**src/core/rss_consts.vh**
```
// Constants for the reset source sequencer: flag positions, vectors, timing.
// Assumes a 125 MHz system clock; included by bare name.
`ifndef RSS_CONSTS_VH
`define RSS_CONSTS_VH
// ****************************************
// Cause flag positions in the reset control word
// ****************************************
`define RSS_BIT_TRAP        9
`define RSS_BIT_ILLOP       8
`define RSS_BIT_EXTERNAL_RESET_FLAG        7
`define RSS_BIT_SWR         6
`define RSS_BIT_WATCHDOG_TIMEOUT_FLAG        5
`define RSS_BIT_IDLE        4
`define RSS_BIT_SLEEP       3
`define RSS_BIT_POR         2
`define RSS_BIT_BOR         1
`define RSS_FLAGS_W         10
`define RSS_FLAGS_RST       10'h006
// ****************************************
// Restart vectors and oscillator control
// ****************************************
`define RSS_VEC_RESET       24'h000000
`define RSS_VEC_CLKFAIL     24'h000004
`define RSS_PC_STEP         24'h000002
`define RSS_LOCK_BIT        5
`define RSS_FOS_W           3
`define RSS_FPR_W           5
`define RSS_FOS_FRC         3'h1
// ****************************************
// Timing
// ****************************************
`define RSS_CLK_MHZ         125
`define RSS_MON_DELAY_US    100
// Monitor delay is 100 us at 125 MHz; counts sized to the 24-bit counters
`define RSS_MON_DELAY_CYC   24'h0030D4
`define RSS_POR_CYC         24'h001000
`define RSS_POWER_UP_TIMER_CYC        24'h002000
`define RSS_OST_CYC         24'h000400
`define RSS_CNT_W           24
`endif

```
**src/core/rss_reset_source_sequencer.v**
```verilog
// Reset sequencing, restart vector choice and reset cause flags.
// Assumes supply, pin, watchdog, trap and clock events arrive as ports;
// pin, comparator and oscillator-running inputs are asynchronous, the rest share i_clk.
`timescale 1ns/1ns
`include "rss_consts.vh"
module rss_reset_source_sequencer #(
  parameter [23:0] POR_CYC  = `RSS_POR_CYC,        // Power-on timeout cycles
  parameter [23:0] POWER_UP_TIMER_CYC = `RSS_POWER_UP_TIMER_CYC,       // Power-up timeout cycles
  parameter [23:0] MON_CYC  = `RSS_MON_DELAY_CYC   // Clock monitor delay cycles
) (
  input  wire        i_clk,              // System clock
  input  wire        i_sys_rst,          // Async reset, high: power-on
  input  wire        i_master_clear_n,   // Master clear pin, low active
  input  wire [1:0]  i_bor_level,        // Trip threshold select, 0..2
  input  wire [2:0]  i_supply_below,     // Comparator per threshold, async
  input  wire        i_bor_enable,       // Brown-out detector enable
  input  wire        i_monitor_enable,   // Clock fail monitor enable
  input  wire        i_power_up_timer_enable,      // Power-up timer enable
  input  wire        i_crystal_mode,     // Oscillator mode uses a crystal
  input  wire        i_pll_used,         // PLL in use
  input  wire [2:0]  i_osc_source_select,// Config oscillator source
  input  wire [4:0]  i_primary_osc_mode, // Config primary mode
  input  wire        i_osc_running,      // Oscillator running, async
  input  wire [7:0]  i_osc_control_reg,  // Oscillator control, lock at bit 5
  input  wire        i_sleep_mode,       // Device in sleep
  input  wire        i_idle_mode,        // Device in idle
  input  wire        i_sw_reset,         // Software reset pulse
  input  wire        i_wdt_timeout,      // Watchdog timeout pulse
  input  wire        i_trap_reset,       // Trap reset pulse
  input  wire        i_illegal_op,       // Illegal operation pulse
  input  wire        i_wake_irq,         // Interrupt wake-up pulse
  input  wire [23:0] i_irq_vector,       // Vector of waking interrupt
  input  wire [23:0] i_pc,               // Current program counter
  input  wire        i_flags_we,         // Software write of flags
  input  wire [9:0]  i_flags_wdata,      // Software write data
  output reg         o_core_reset,       // Internal reset to whole device
  output reg         o_clk_hold,         // System clock held
  output reg         o_cpu_freeze,       // Core frozen at reset vector
  output reg         o_clk_fail_trap,    // Clock failure trap pulse
  output reg         o_use_fast_rc,      // Switch to internal fast RC
  output reg  [2:0]  o_clk_source,       // Chosen clock source
  output reg  [4:0]  o_clk_mode,         // Chosen primary mode
  output reg         o_pc_load,          // Load restart PC pulse
  output reg  [23:0] o_pc_value,         // Restart PC
  output reg  [9:0]  o_reset_control_reg // Cause flags, readable
);
  // ****************************************
  // Sequencer states
  // ****************************************
  localparam [1:0] ST_HOLD = 2'h0;
  localparam [1:0] ST_WAIT = 2'h1;
  localparam [1:0] ST_RUN  = 2'h2;

  reg  [1:0]  state;
  reg  [23:0] por_cnt;
  reg  [23:0] power_up_timer_cnt;
  reg  [23:0] ost_cnt;
  reg  [23:0] mon_cnt;
  reg  [2:0]  master_clear_pin_s;
  reg  [2:0]  run_s;
  reg         master_clear_pin_n;
  reg         osc_ok;
  reg         master_clear_pin_n_d;
  reg         bor_evt;
  wire [2:0]  sup_q;
  wire        sup_sel;
  wire        lock;
  wire        timers_done;
  wire        clk_ready;
  wire        master_clear_pin_evt;
  wire [23:0] mon_need;

  // ****************************************
  // Input synchronisers
  // ****************************************
  // Three stages; level taken only once stage two and three agree
  always @(posedge i_clk or posedge i_sys_rst) begin
    if (i_sys_rst) begin
      master_clear_pin_s <= 3'h7;
      run_s  <= 3'h0;
      master_clear_pin_n <= 1'b1;
      osc_ok <= 1'b0;
    end else begin
      master_clear_pin_s <= {master_clear_pin_s[1:0], i_master_clear_n};
      run_s  <= {run_s[1:0], i_osc_running};
      if (master_clear_pin_s[1] == master_clear_pin_s[2])
        master_clear_pin_n <= master_clear_pin_s[2];
      if (run_s[1] == run_s[2])
        osc_ok <= run_s[2];
    end
  end

  // Per-threshold comparator synchronisers, one per trip point
  genvar g;
  generate
    for (g = 0; g < 3; g = g + 1) begin : g_sup
      reg [2:0] s;
      reg       q;
      always @(posedge i_clk or posedge i_sys_rst) begin
        if (i_sys_rst) begin
          s <= 3'h0;
          q <= 1'b0;
        end else begin
          s <= {s[1:0], i_supply_below[g]};
          if (s[1] == s[2])
            q <= s[2];
        end
      end
      assign sup_q[g] = q;
    end
  endgenerate

  // ****************************************
  // Derived conditions
  // ****************************************
  // Level 3 is not a legal trip point; it falls back to the lowest
  assign sup_sel = (i_bor_level == 2'h1) ? sup_q[1] :
                   (i_bor_level == 2'h2) ? sup_q[2] : sup_q[0];
  assign lock        = i_osc_control_reg[`RSS_LOCK_BIT];
  // Zero power-up delay with crystal replaces it by monitor delay
  assign mon_need    = (!i_power_up_timer_enable && i_crystal_mode) ? MON_CYC : 24'h000000;
  assign timers_done = (por_cnt == 24'h000000) && (power_up_timer_cnt == 24'h000000)
                       && (mon_cnt >= mon_need);
  assign clk_ready   = osc_ok && (!i_crystal_mode || ost_cnt == 24'h000000)
                       && (!i_pll_used || lock);
  assign master_clear_pin_evt    = master_clear_pin_n_d && !master_clear_pin_n;

  // ****************************************
  // Brown-out detection, awake in sleep and idle as well
  // ****************************************
  always @(posedge i_clk or posedge i_sys_rst) begin
    if (i_sys_rst) begin
      bor_evt  <= 1'b0;
      master_clear_pin_n_d <= 1'b1;
    end else begin
      master_clear_pin_n_d <= master_clear_pin_n;
      // No gating on sleep or idle: the detector keeps watching
      bor_evt  <= i_bor_enable && sup_sel && state == ST_RUN;
    end
  end

  // ****************************************
  // Reset sequencer
  // ****************************************
  // Power-on and power-up timers count down together; start-up counts once the clock runs, monitor delay counts up after power-on
  always @(posedge i_clk or posedge i_sys_rst) begin
    if (i_sys_rst) begin
      state           <= ST_HOLD;
      por_cnt         <= 24'h000000;
      power_up_timer_cnt        <= 24'h000000;
      ost_cnt         <= 24'h000000;
      mon_cnt         <= 24'h000000;
      o_core_reset    <= 1'b1;
      o_clk_hold      <= 1'b1;
      o_cpu_freeze    <= 1'b0;
      o_clk_fail_trap <= 1'b0;
      o_use_fast_rc   <= 1'b0;
      o_clk_source    <= 3'h0;
      o_clk_mode      <= 5'h00;
    end else begin
      o_clk_fail_trap <= 1'b0;
      case (state)
        ST_HOLD: begin
          // Loaded at release so a shortened parameter takes effect
          por_cnt      <= POR_CYC;
          power_up_timer_cnt     <= i_power_up_timer_enable ? POWER_UP_TIMER_CYC : 24'h000000;
          ost_cnt      <= `RSS_OST_CYC;
          mon_cnt      <= 24'h000000;
          o_clk_source <= i_osc_source_select;
          o_clk_mode   <= i_primary_osc_mode;
          o_use_fast_rc <= 1'b0;
          o_core_reset <= 1'b1;
          o_clk_hold   <= 1'b1;
          state        <= ST_WAIT;
        end
        ST_WAIT: begin
          if (por_cnt != 24'h000000)
            por_cnt <= por_cnt - 24'h000001;
          if (power_up_timer_cnt != 24'h000000)
            power_up_timer_cnt <= power_up_timer_cnt - 24'h000001;
          if (osc_ok && ost_cnt != 24'h000000)
            ost_cnt <= ost_cnt - 24'h000001;
          if (por_cnt == 24'h000000 && mon_cnt < mon_need)
            mon_cnt <= mon_cnt + 24'h000001;
          o_clk_hold <= !clk_ready;
          if (timers_done) begin
            if (i_monitor_enable && !clk_ready) begin
              o_clk_fail_trap <= 1'b1;
              o_use_fast_rc   <= 1'b1;
              o_clk_source    <= `RSS_FOS_FRC;
              o_clk_hold      <= 1'b0;
              o_cpu_freeze    <= 1'b0;
              o_core_reset    <= 1'b0;
              state           <= ST_RUN;
            end else begin
              // Reset released; core stays frozen until clk_ready, which still needs the oscillator running, crystal start-up in crystal mode and, if used, PLL lock
              o_core_reset <= 1'b0;
              o_cpu_freeze <= !clk_ready;
              if (clk_ready)
                state <= ST_RUN;
            end
          end
        end
        ST_RUN: begin
          o_cpu_freeze <= 1'b0;
          o_clk_hold   <= 1'b0;
          if (bor_evt || !master_clear_pin_n) begin
            // Whole device reset, sequence restarts
            o_core_reset <= 1'b1;
            state        <= ST_HOLD;
          end
        end
        default: state <= ST_HOLD;
      endcase
    end
  end

  // ****************************************
  // Cause flags and restart vector
  // ****************************************
  // Event wins over a software write in the same cycle
  always @(posedge i_clk or posedge i_sys_rst) begin
    if (i_sys_rst) begin
      o_reset_control_reg <= `RSS_FLAGS_RST;
      o_pc_load           <= 1'b0;
      o_pc_value          <= `RSS_VEC_RESET;
    end else begin
      o_pc_load <= 1'b0;
      if (bor_evt) begin
        o_reset_control_reg[`RSS_BIT_BOR] <= 1'b1;
        o_reset_control_reg[`RSS_BIT_POR] <= 1'b0;
        o_pc_load  <= 1'b1;
        o_pc_value <= `RSS_VEC_RESET;
      end else if (master_clear_pin_evt) begin
        o_reset_control_reg[`RSS_BIT_EXTERNAL_RESET_FLAG]  <= 1'b1;
        o_reset_control_reg[`RSS_BIT_WATCHDOG_TIMEOUT_FLAG]  <= 1'b0;
        o_reset_control_reg[`RSS_BIT_IDLE]  <= i_idle_mode && !i_sleep_mode;
        o_reset_control_reg[`RSS_BIT_SLEEP] <= i_sleep_mode;
        if (!i_sleep_mode && !i_idle_mode)
          o_reset_control_reg[`RSS_BIT_SWR] <= 1'b0;
        o_pc_load  <= 1'b1;
        o_pc_value <= `RSS_VEC_RESET;
      end else if (o_clk_fail_trap) begin
        // Flags left unchanged on clock failure
        o_pc_load  <= 1'b1;
        o_pc_value <= `RSS_VEC_CLKFAIL;
      end else if (i_sw_reset) begin
        o_reset_control_reg[`RSS_BIT_SWR]   <= 1'b1;
        o_reset_control_reg[`RSS_BIT_EXTERNAL_RESET_FLAG]  <= 1'b0;
        o_reset_control_reg[`RSS_BIT_WATCHDOG_TIMEOUT_FLAG]  <= 1'b0;
        o_reset_control_reg[`RSS_BIT_IDLE]  <= 1'b0;
        o_reset_control_reg[`RSS_BIT_SLEEP] <= 1'b0;
        o_pc_load  <= 1'b1;
        o_pc_value <= `RSS_VEC_RESET;
      end else if (i_trap_reset || i_illegal_op) begin
        if (i_trap_reset)
          o_reset_control_reg[`RSS_BIT_TRAP] <= 1'b1;
        if (i_illegal_op)
          o_reset_control_reg[`RSS_BIT_ILLOP] <= 1'b1;
        o_pc_load  <= 1'b1;
        o_pc_value <= `RSS_VEC_RESET;
      end else if (i_wdt_timeout && !i_sleep_mode) begin
        o_reset_control_reg[`RSS_BIT_WATCHDOG_TIMEOUT_FLAG]  <= 1'b1;
        o_reset_control_reg[`RSS_BIT_EXTERNAL_RESET_FLAG]  <= 1'b0;
        o_reset_control_reg[`RSS_BIT_SWR]   <= 1'b0;
        o_reset_control_reg[`RSS_BIT_IDLE]  <= 1'b0;
        o_reset_control_reg[`RSS_BIT_SLEEP] <= 1'b0;
        o_pc_load  <= 1'b1;
        o_pc_value <= `RSS_VEC_RESET;
      end else if (i_sleep_mode && (i_wdt_timeout || i_wake_irq)) begin
        o_reset_control_reg[`RSS_BIT_SLEEP] <= 1'b1;
        if (i_wdt_timeout)
          o_reset_control_reg[`RSS_BIT_WATCHDOG_TIMEOUT_FLAG] <= 1'b1;
        o_pc_load  <= 1'b1;
        o_pc_value <= i_wake_irq ? i_irq_vector : i_pc + `RSS_PC_STEP;
      end else if (i_flags_we) begin
        o_reset_control_reg <= i_flags_wdata;
      end
    end
  end

endmodule

```
**config.mk**
```make
export PLATFORM = sky130hd
export DESIGN_NAME = rss_reset_source_sequencer
export DESIGN_NICKNAME = d
export VERILOG_FILES = /design/src/core/rss_reset_source_sequencer.v
export VERILOG_INCLUDE_DIRS = /design/src /design/src/core
export SDC_FILE = /design/constraint.sdc
export NUM_CORES = 1
export LEC_CHECK = 0
export BUFFER_PORTS_ARGS = -buffer_cell sky130_fd_sc_hd__buf_4
export CAP_MARGIN = 20
export CORE_AREA = 2 2 181 147
export DETAILED_ROUTE_END_ITERATION = 12
export DIE_AREA = 0 0 183 149
export SYNTH_ARGS = -nofsm -noshare
export SYNTH_HDL_FRONTEND = slang
export SYNTH_SLANG_ARGS = --single-unit
```
**constraint.sdc**
```tcl
create_clock -name i_clk -period 5.55 [get_ports i_clk]
set_input_delay 1.11 -clock i_clk [delete_from_list [all_inputs] [get_ports i_clk]]
set_output_delay 1.11 -clock i_clk [all_outputs]
set_load 0.01 [all_outputs]
```
* Word-level counts from Yosys, hierarchy flattened
Index checks and enable logic that the tools add are counted.
** Word-level totals
- Bits in registers :: 168
- Output and inout bits :: 48
** Cells by class
- Add/subtract/negate cells :: 5
- Order comparisons :: 2
- Eq/ne operators :: 33
- Muxes and demuxes :: 81
- Bitwise operators :: 7
- Reduce and logical (&&, ||, !) cells :: 60
** Operators by type and width (number)
- two-way mux 24 bit :: 12
- one-hot mux 24 bit (2 select lines) :: 4
- two-way mux 10 bit :: 8
- zero test 24 bit :: 3
- nonzero test 24 bit :: 3
- subtractor 24 x 1 -> 24 bit (second input constant) :: 3
- two-way mux 14 bit :: 2
- two-way mux 1 bit :: 26
- inequality test 2 bit (second input constant) :: 13
- adder 24 x 1 -> 24 bit (second input constant) :: 1
- adder 24 x 2 -> 24 bit (second input constant) :: 1
- greater-or-equal comparator 24 x 14 -> 1 bit :: 1
- < comparator 24 x 14 -> 1 bit :: 1
- AND reduction 8 bit :: 3
- two-way mux 4 bit :: 5
- two-way mux 3 bit :: 6
- two-way mux 8 bit :: 2
- logical AND 1 bit :: 15
- two-way mux 5 bit :: 3
- AND reduction 5 bit :: 3
- two-way mux 2 bit :: 7
- nonzero test 6 bit :: 2
- inequality test 2 x 1 -> 1 bit (second input constant) :: 5
- inequality test 5 bit (second input constant) :: 2
- 24 further kinds :: 57

* Depth between registers and ports, before layout
Gate-level depths: netlist (run 1).
- Depth in word-level cells :: 20
- Mapped depth :: 10
- Mapped depth without buffers :: 9

* Least setup slack after synthesis (run 1)
Ideal clock, no wire load.
- Path kind :: input to register
- From :: input i_power_up_timer_enable
- To :: register mon_cnt[9]
- Setup time :: 0.078 ns
- Arrival time :: 2.879 ns
- Data required time :: 5.472 ns
- Slack :: 2.593 ns
- Cell stages on the path :: 8
- Path buffers :: 0
- Cell sequence :: nand2b_1 > ha_1 > a21oi_1 > nand2_1 > o211ai_1 > nand4_4 > or4_1 > a21oi_1
** On the way
- Longest elaborated chain between the ends :: 7
** RTL lines
- start: declaration :: RTL line rss_reset_source_sequencer.v:18 : input wire i_power_up_timer_enable,
- zero test 1 bit :: RTL line rss_reset_source_sequencer.v:121 : assign mon_need = (!i_power_up_timer_enable && i_crystal_mode) ? MON_CYC : 24'h000000;
- logical AND 1 bit :: RTL line rss_reset_source_sequencer.v:121
- two-way mux 14 bit :: RTL line rss_reset_source_sequencer.v:121
- < comparator 24 x 14 -> 1 bit :: RTL line rss_reset_source_sequencer.v:183 : if (por_cnt == 24'h000000 && mon_cnt < mon_need)
- logical AND 1 bit :: RTL line rss_reset_source_sequencer.v:183
- inequality test 2 bit (no source line)
- AND reduction 2 bit (no source line)
- end signal: assignment :: RTL line rss_reset_source_sequencer.v:184 : mon_cnt <= mon_cnt + 24'h000001;
- end: declaration :: RTL line rss_reset_source_sequencer.v:58 : reg [23:0] mon_cnt;
No other way between the ends.
A chain may end at the register's enable or synchronous reset.

* Worst setup path in the final report (run 1)
- From :: input i_power_up_timer_enable
- To :: register o_clk_source[1]
** On the way
- Longest elaborated chain between the ends :: 7
** RTL lines
- zero test 1 bit :: RTL line rss_reset_source_sequencer.v:121
- logical AND 1 bit :: RTL line rss_reset_source_sequencer.v:121
- two-way mux 14 bit :: RTL line rss_reset_source_sequencer.v:121
- greater-or-equal comparator 24 x 14 -> 1 bit :: RTL line rss_reset_source_sequencer.v:123 : && (mon_cnt >= mon_need);
- logical AND 1 bit :: RTL line rss_reset_source_sequencer.v:123
- inequality test 2 bit (no source line)
- AND reduction 3 bit (no source line)
- end signal: assignment :: RTL line rss_reset_source_sequencer.v:169 : o_clk_source <= i_osc_source_select;
- end signal: assignment :: RTL line rss_reset_source_sequencer.v:190 : o_clk_source <= `RSS_FOS_FRC;
- end: declaration :: RTL line rss_reset_source_sequencer.v:41 : output reg [2:0] o_clk_source,
No other way between the ends.

==> impl_metrics.tcl, run 1 <==
set metrics [dict create \
    hold_viol_final 0 \
    wl_per_cell_um 15.23 \
    regToRegSetupSlack_ps 2490 \
    finalCritPeriodShare 0.5636 \
    synth_cell_types 66 \
    synthFlopType "dfrtp_1" \
    setup_tns_ps 0 \
    synth_edf_count 0 \
    overflow 0 \
    crit_required_ps 5870 \
    hold_path_class "reg2reg" \
    critical_path_class "in2reg" \
    min_period_ps 3128 \
    synth-seq-cells 168 \
    post_cts_resized 0 \
    p_leak_nw 4.507 \
    fin_cells 1314 \
    fillCellCount 2544 \
    finalSetupViolations 0 \
    avgViaCountPerCell 5.124 \
    clk_root_buffer_cell "clkbuf_16" \
    clk_pin_slew_ps 70 \
    ys_seq_area_frac 0.5092 \
    cts_tree "built" \
    ir_drop_mv 0.2352 \
    syn_inst 838 \
    antenna_left 0 \
    finalMaxSlewViolations 0 \
    die_h_um 149 \
    dieArea_um2 27270 \
    drive_above_1_share 0.2093 \
    die_x_um 183 \
    slowest_delay_ps 660 \
    dp_cells 1282 \
    cts_sinks 168 \
    grtUsageTotal 0.1487 \
    maxClockFrequency_ghz 0.3197 \
    gp_congestion 0.7814 \
    start_util 0.3217 \
    cp-end-kind "flip-flop" \
    syn_nets 946 \
    cp_cell_sequence "buf_4 > nand2b_1 > ha_1 > nand4b_1 > a21oi_1 > o211ai_1 > a2111oi_4 > and3_1 > o21ai_1" \
    hold_buffers 0 \
    via_count 6733 \
    routed_wl_um 20020 \
    skew_ps 14.69 \
    drc 0 \
    syn_area_um2 8278 \
    cts_buffer_depth 2 \
    critPathMaxFanout 6 \
    diodes 0 \
    worst_pin_slew_ps 1066 \
    antenna_found_initial 0 \
    grt_max_degree 169 \
    cts_buffers 17 \
    htreeDepth 4 \
    status "finished clean" \
    final_core_util 0.3999 \
    rows 53 \
    crit_slowest_cell "a2111oi_4" \
    fin_nets 1079 \
    drt_iter0_markers 289 \
    num_io_pins 144 \
    startpoint_type "input port" \
    rsz0062_at_grt "false" \
    dr.pass1.iters 5 \
    grt_pass1_vias 6546 \
    synth_area_per_cell_um2 9.878 \
    power_density_nw_per_um2 313.6 \
    worstPathArrival_ps 3450 \
    cap_violations 0 \
    ys_warn_count 0 \
    post-cts-setup-buffers 0 \
    dp_hpwl_um 13580 \
    clk_latency_ps 440 \
    async_flop_share 1.000 \
    core_um2 25730 \
    slew_headroom 0.2706 \
    port_buffers 136 \
    area_delta_synth_final_pct 24.29 \
    grt_pass1_wl_um 32840 \
]
synth_stat cells (all sizes together) (12+ instances only):
cell    count  area, µm²
and3       14      87.58
or3        17      106.4
o21ai      60      300.3
nand2      95      356.6
ha         12      150.1
o211ai     14      105.1
clkbuf     25      93.84
nor4       26      175.2
nor2b      17      106.4
xnor2      18      157.7
nor3       21      105.1
nand3      37      185.2
xor2       29      254.0
nor2       72      277.8
inv        22      82.58
or4        18      146.4
mux2i      26      260.3
dfrtp     159       3979
a21oi      31      155.2
logic make-up (layout without fill, tap and decap cells):
| family | count (synthesis) | after routing | share of synthesized area |
|---|---|---|---|
| compound gates | 167 | 167 | 0.1301 |
| xor+xnor | 47 | 47 | 0.04973 |
| fa+ha+maj | 17 | 17 | 0.02418 |
| buf+inv | 50 | 196 | 0.02297 |
| flops | 168 | 168 | 0.5092 |
| mux | 29 | 29 | 0.03552 |
| simple gates | 360 | 360 | 0.2282 |
cells in the final DEF, fill, tap and decap left out, types with 8 or more instances in the layout:
cell	n
xor2_1	29
xnor2_1	18
dfstp_2	9
nor2b_1	17
o31ai_1	9
buf_4	141
o21ai_0	56
nor4_1	23
mux2i_1	26
a22oi_1	8
inv_1	21
ha_1	12
nor2_1	70
clkbuf_16	17
or3_1	17
nand4_1	9
dfrtp_1	159
o211ai_1	14
a21oi_1	31
nand3_1	37
nor3_1	21
or4_1	15
nand2b_1	8
and3_1	14
nand2_1	94
per-stage QoR:
step / power (W) / hold WS, ps / instance area [µm²] / worst slack [ps]
floorplan: 0.001833 / 331.2 / 8282 / 2307
global placement: 0.002002 / 333.1 / 9682 / 2031
detailed placement: 0.002024 / 335.8 / 9682 / 2006
CTS: 0.003263 / 349.8 / 10290 / 2457
global route: 0.003392 / 356.5 / 10290 / 2282
finish: 0.003226 / 349.5 / 10290 / 2422
where the power goes:
group	internal, W	switching, W	leakage, nW	total (W)
registers	0.00137	0.000143	2.12	0.00151
clock network	0.000648	0.000578	0.295	0.00123
logic	0.000232	0.000255	2.09	0.000487
total	0.00225	0.000976	4.51	0.00323
per-layer routing:
layer | global-route usage | vias to the layer above | routed length [µm]
li1 | - | 3314 | -
met1 | 0.2102 | 3240 | 10130
met2 | 0.2265 | 158 | 8473
met3 | 0.03735 | 21 | 1141
met4 | 0.04120 | 0 | 271
met5 | 0 | - | 0
worst max-delay path: cells and delay by family:
family                   cells  cell delay [ps]
AO/OA/AOI/OAI                4             1110
adder cells (fa/ha/maj)      1              380
buffers and inverters        1              130
AND/OR/NAND/NOR              3              710
final timing paths:
| kind | startpoint | endpoint | cells past startpoint |
|---|---|---|---|
| setup reg to reg | por_cnt[0]$_DFFE_PP0P_ | mon_cnt[12]$_DFFE_PP0P_ | 8 |
| setup / recovery | i_power_up_timer_enable | o_clk_source[1]$_DFFE_PP0P_ | 9 |
| max in group asynchronous | i_sys_rst | run_s[1]$_DFF_PP0_ | 3 |
| hold reg to reg | g_sup[1].s[0]$_DFF_PP0_ | g_sup[1].s[1]$_DFF_PP0_ | 0 |
| min in group asynchronous | i_sys_rst | g_sup[2].s[2]$_DFF_PP0_ | 3 |
| hold / removal | g_sup[1].s[0]$_DFF_PP0_ | g_sup[1].s[1]$_DFF_PP0_ | 0 |
final cells by class:
class | instances | area (µm²) | share of cell area
timing repair buffer | 142 | 1079 | 0.1048
inverter | 22 | 86.33 | 0.008391
clock buffer | 17 | 425.4 | 0.04135
sequential | 168 | 4215 | 0.4097
multi-input combinational | 620 | 3889 | 0.3780
clock inverter | 15 | 181.4 | 0.01763
tap | 330 | 412.9 | 0.04013
No activity file was read; power rests on OpenSTA's default activity.
==> run 2, diff against run 1 <==
==> constraint.sdc (replaced) <==
create_clock -name i_clk -period 3.2 [get_ports i_clk]
set_input_delay 0.64 -clock i_clk [delete_from_list [all_inputs] [get_ports i_clk]]
set_output_delay 0.64 -clock i_clk [all_outputs]
set_load 0.01 [all_outputs]
==> run 2 against run 1 <==
  * Sequential share of layout area is 0.69 points lower
  * Total power is 71% higher
  * Via count is 1.8% higher
  * Wire length is 1.4% higher
  * Utilization is 0.68 points higher
  * Clock power is 66% higher
  * Worst setup slack worse by 2200 ps
  * Die area stayed put
  * Cell area is 1.7% higher
  * Worst hold slack worse by 36 ps
  * Sequential power is 73% higher
  * Cell count is 1.8% higher
  * Largest power group unchanged
==> impl_metrics.tcl, run 2 (synthesis results as in run 1) <==
set metrics [dict create \
    finalWorstSetupSlack_ps 198.3 \
    hold-path-cell-count 1 \
    start_util 0.3217 \
    slew_headroom 0.4359 \
    hold_end "g_sup[2].s[0]$_DFF_PP0_" \
    finalMaxSlewViolations 0 \
    clk_root_buffer_cell "clkbuf_16" \
    dieArea_um2 27270 \
    worstHoldStart "i_supply_below[2]" \
    worst_pin_slew_ps 844.4 \
    num_io_pins 144 \
    min_period_ps 3002 \
    setup_tns_ps 0 \
    grt_pass1_vias 6657 \
    crit_slowest_cell "or4_4" \
    avgViaCountPerCell 5.124 \
    post-cts-setup-buffers 0 \
    skew_ps 13.44 \
    post_cts_resized 0 \
    die_x_um 183 \
    gp_congestion 0.7943 \
    grt_max_degree 43 \
    clk_pin_slew_ps 80 \
    multiInputGateArea_um2 3889 \
    fillCellCount 2538 \
    maxClockFrequency_ghz 0.3331 \
    crit_required_ps 3560 \
    finalSetupViolations 0 \
    most-common-layout-cells "162 x buf_4, 159 x dfrtp_1, 94 x nand2_1" \
    power_density_nw_per_um2 527.9 \
    overflow 0 \
    critPathMaxFanout 14 \
    drt_iter0_markers 301 \
    dr.pass1.iters 5 \
    ir_drop_mv 0.4111 \
    regToRegSetupSlack_ps 200 \
    dp_hpwl_um 14550 \
    hold_path_class "in2reg" \
    cts_buffer_depth 2 \
    slowest_delay_ps 540 \
    rsz0062_at_grt "false" \
    wl_met3_um 1084 \
    routed_wl_um 20300 \
    startpoint_type "flip-flop" \
    wl_per_cell_um 15.18 \
    cp_cell_sequence "inv_1 > ha_1 > or3b_2 > or4_4 > nor2_4 > nand4_4 > buf_4 > or3_1 > a21oi_1" \
    area_delta_synth_final_pct 26.41 \
    htreeDepth 4 \
    r2r-start "por_cnt[0]$_DFFE_PP0P_" \
    cap_violations 0 \
    drive_above_1_share 0.2274 \
    via_count 6851 \
    drc 0 \
    wl_met1_um 10240 \
    r2r_end "mon_cnt[3]$_DFFE_PP0P_" \
    reg2reg_depth 9 \
    antenna_left 0 \
    diodes 0 \
    core_um2 25730 \
    mostFrequentLayoutCell "buf_4" \
    place_ws_ps 255.6 \
    port_buffers 136 \
    fin_nets 1102 \
    grtUsageTotal 0.1529 \
    cp-end-kind "flip-flop" \
    cts_sinks 168 \
    critical_path_class "reg2reg" \
    whs_ps 313.2 \
    dr_wl_met2_um 8714 \
    p_leak_nw 4.619 \
    hold_viol_final 0 \
    finalCritPeriodShare 0.9380 \
    antenna_found_initial 0 \
    cts_buffers 17 \
    cts_tree "built" \
    clk_latency_ps 430 \
    rows 53 \
    grt_pass1_wl_um 33870 \
    status "finished clean" \
    hold_buffers 0 \
    worstPathArrival_ps 3360 \
    top_layer "met4" \
    seq_area_um2 4215 \
    die_h_um 149 \
]
## run 2: how the worst max path moves through the flow
stage	from	end	slack, ps
final	por_cnt[0]$_DFFE_PP0P_	mon_cnt[3]$_DFFE_PP0P_	200
after global routing	por_cnt[0]$_DFFE_PP0P_	mon_cnt[3]$_DFFE_PP0P_	70
after floorplan	i_sys_rst	bor_evt$_DFF_PP0_	430
after detailed placement	por_cnt[0]$_DFFE_PP0P_	mon_cnt[3]$_DFFE_PP0P_	260
after global placement	i_power_up_timer_enable	mon_cnt[3]$_DFFE_PP0P_	320
after CTS	por_cnt[0]$_DFFE_PP0P_	mon_cnt[3]$_DFFE_PP0P_	220
## run 2: power breakdown
| part | internal (W) | switching [W] | total [W] | leakage (nW) |
|---|---|---|---|---|
| Sequential | 0.00238 | 0.000238 | 0.00261 | 2.12 |
| Combinational | 0.000421 | 0.000450 | 0.000871 | 2.21 |
| Clock | 0.00104 | 0.000995 | 0.00204 | 0.284 |
## run 2: layer usage
layer / GRT usage / vias to the layer above
met5: 0 / -
li1: - / 3368
met3: 0.03198 / 19
met4: 0.04360 / 0
met2: 0.2307 / 175
met1: 0.2219 / 3289
## run 2: worst max-delay path, delay by kind of cell (launching register included)
family	cells	cell delay, ps
flip-flops	1	420
adder cells (fa/ha/maj)	1	200
AND/OR/NAND/NOR	5	1810
buffers and inverters	2	340
AO/OA/AOI/OAI	1	140
## run 2: layout make-up
class	instances	share of cell area
clock buffer	17	0.04066
inverter	22	0.008251
tap	330	0.03946
clock inverter	15	0.01519
multi-input combinational	620	0.3716
sequential	168	0.4028
timing repair buffer	165	0.1220
## run 2: stage by stage
| step | instance area, µm² | util | total power (W) | instances |
|---|---|---|---|---|
| floorplan | 8282 | - | 0.003179 | 838 |
| global placement | 9879 | 0.3840 | 0.003500 | 1305 |
| detailed placement | 9879 | 0.3840 | 0.003529 | 1305 |
| CTS | 10460 | 0.4067 | 0.005597 | 1337 |
| global route | 10460 | 0.4067 | 0.005854 | 1337 |
| finish | 10460 | 0.4067 | 0.005524 | 1337 |
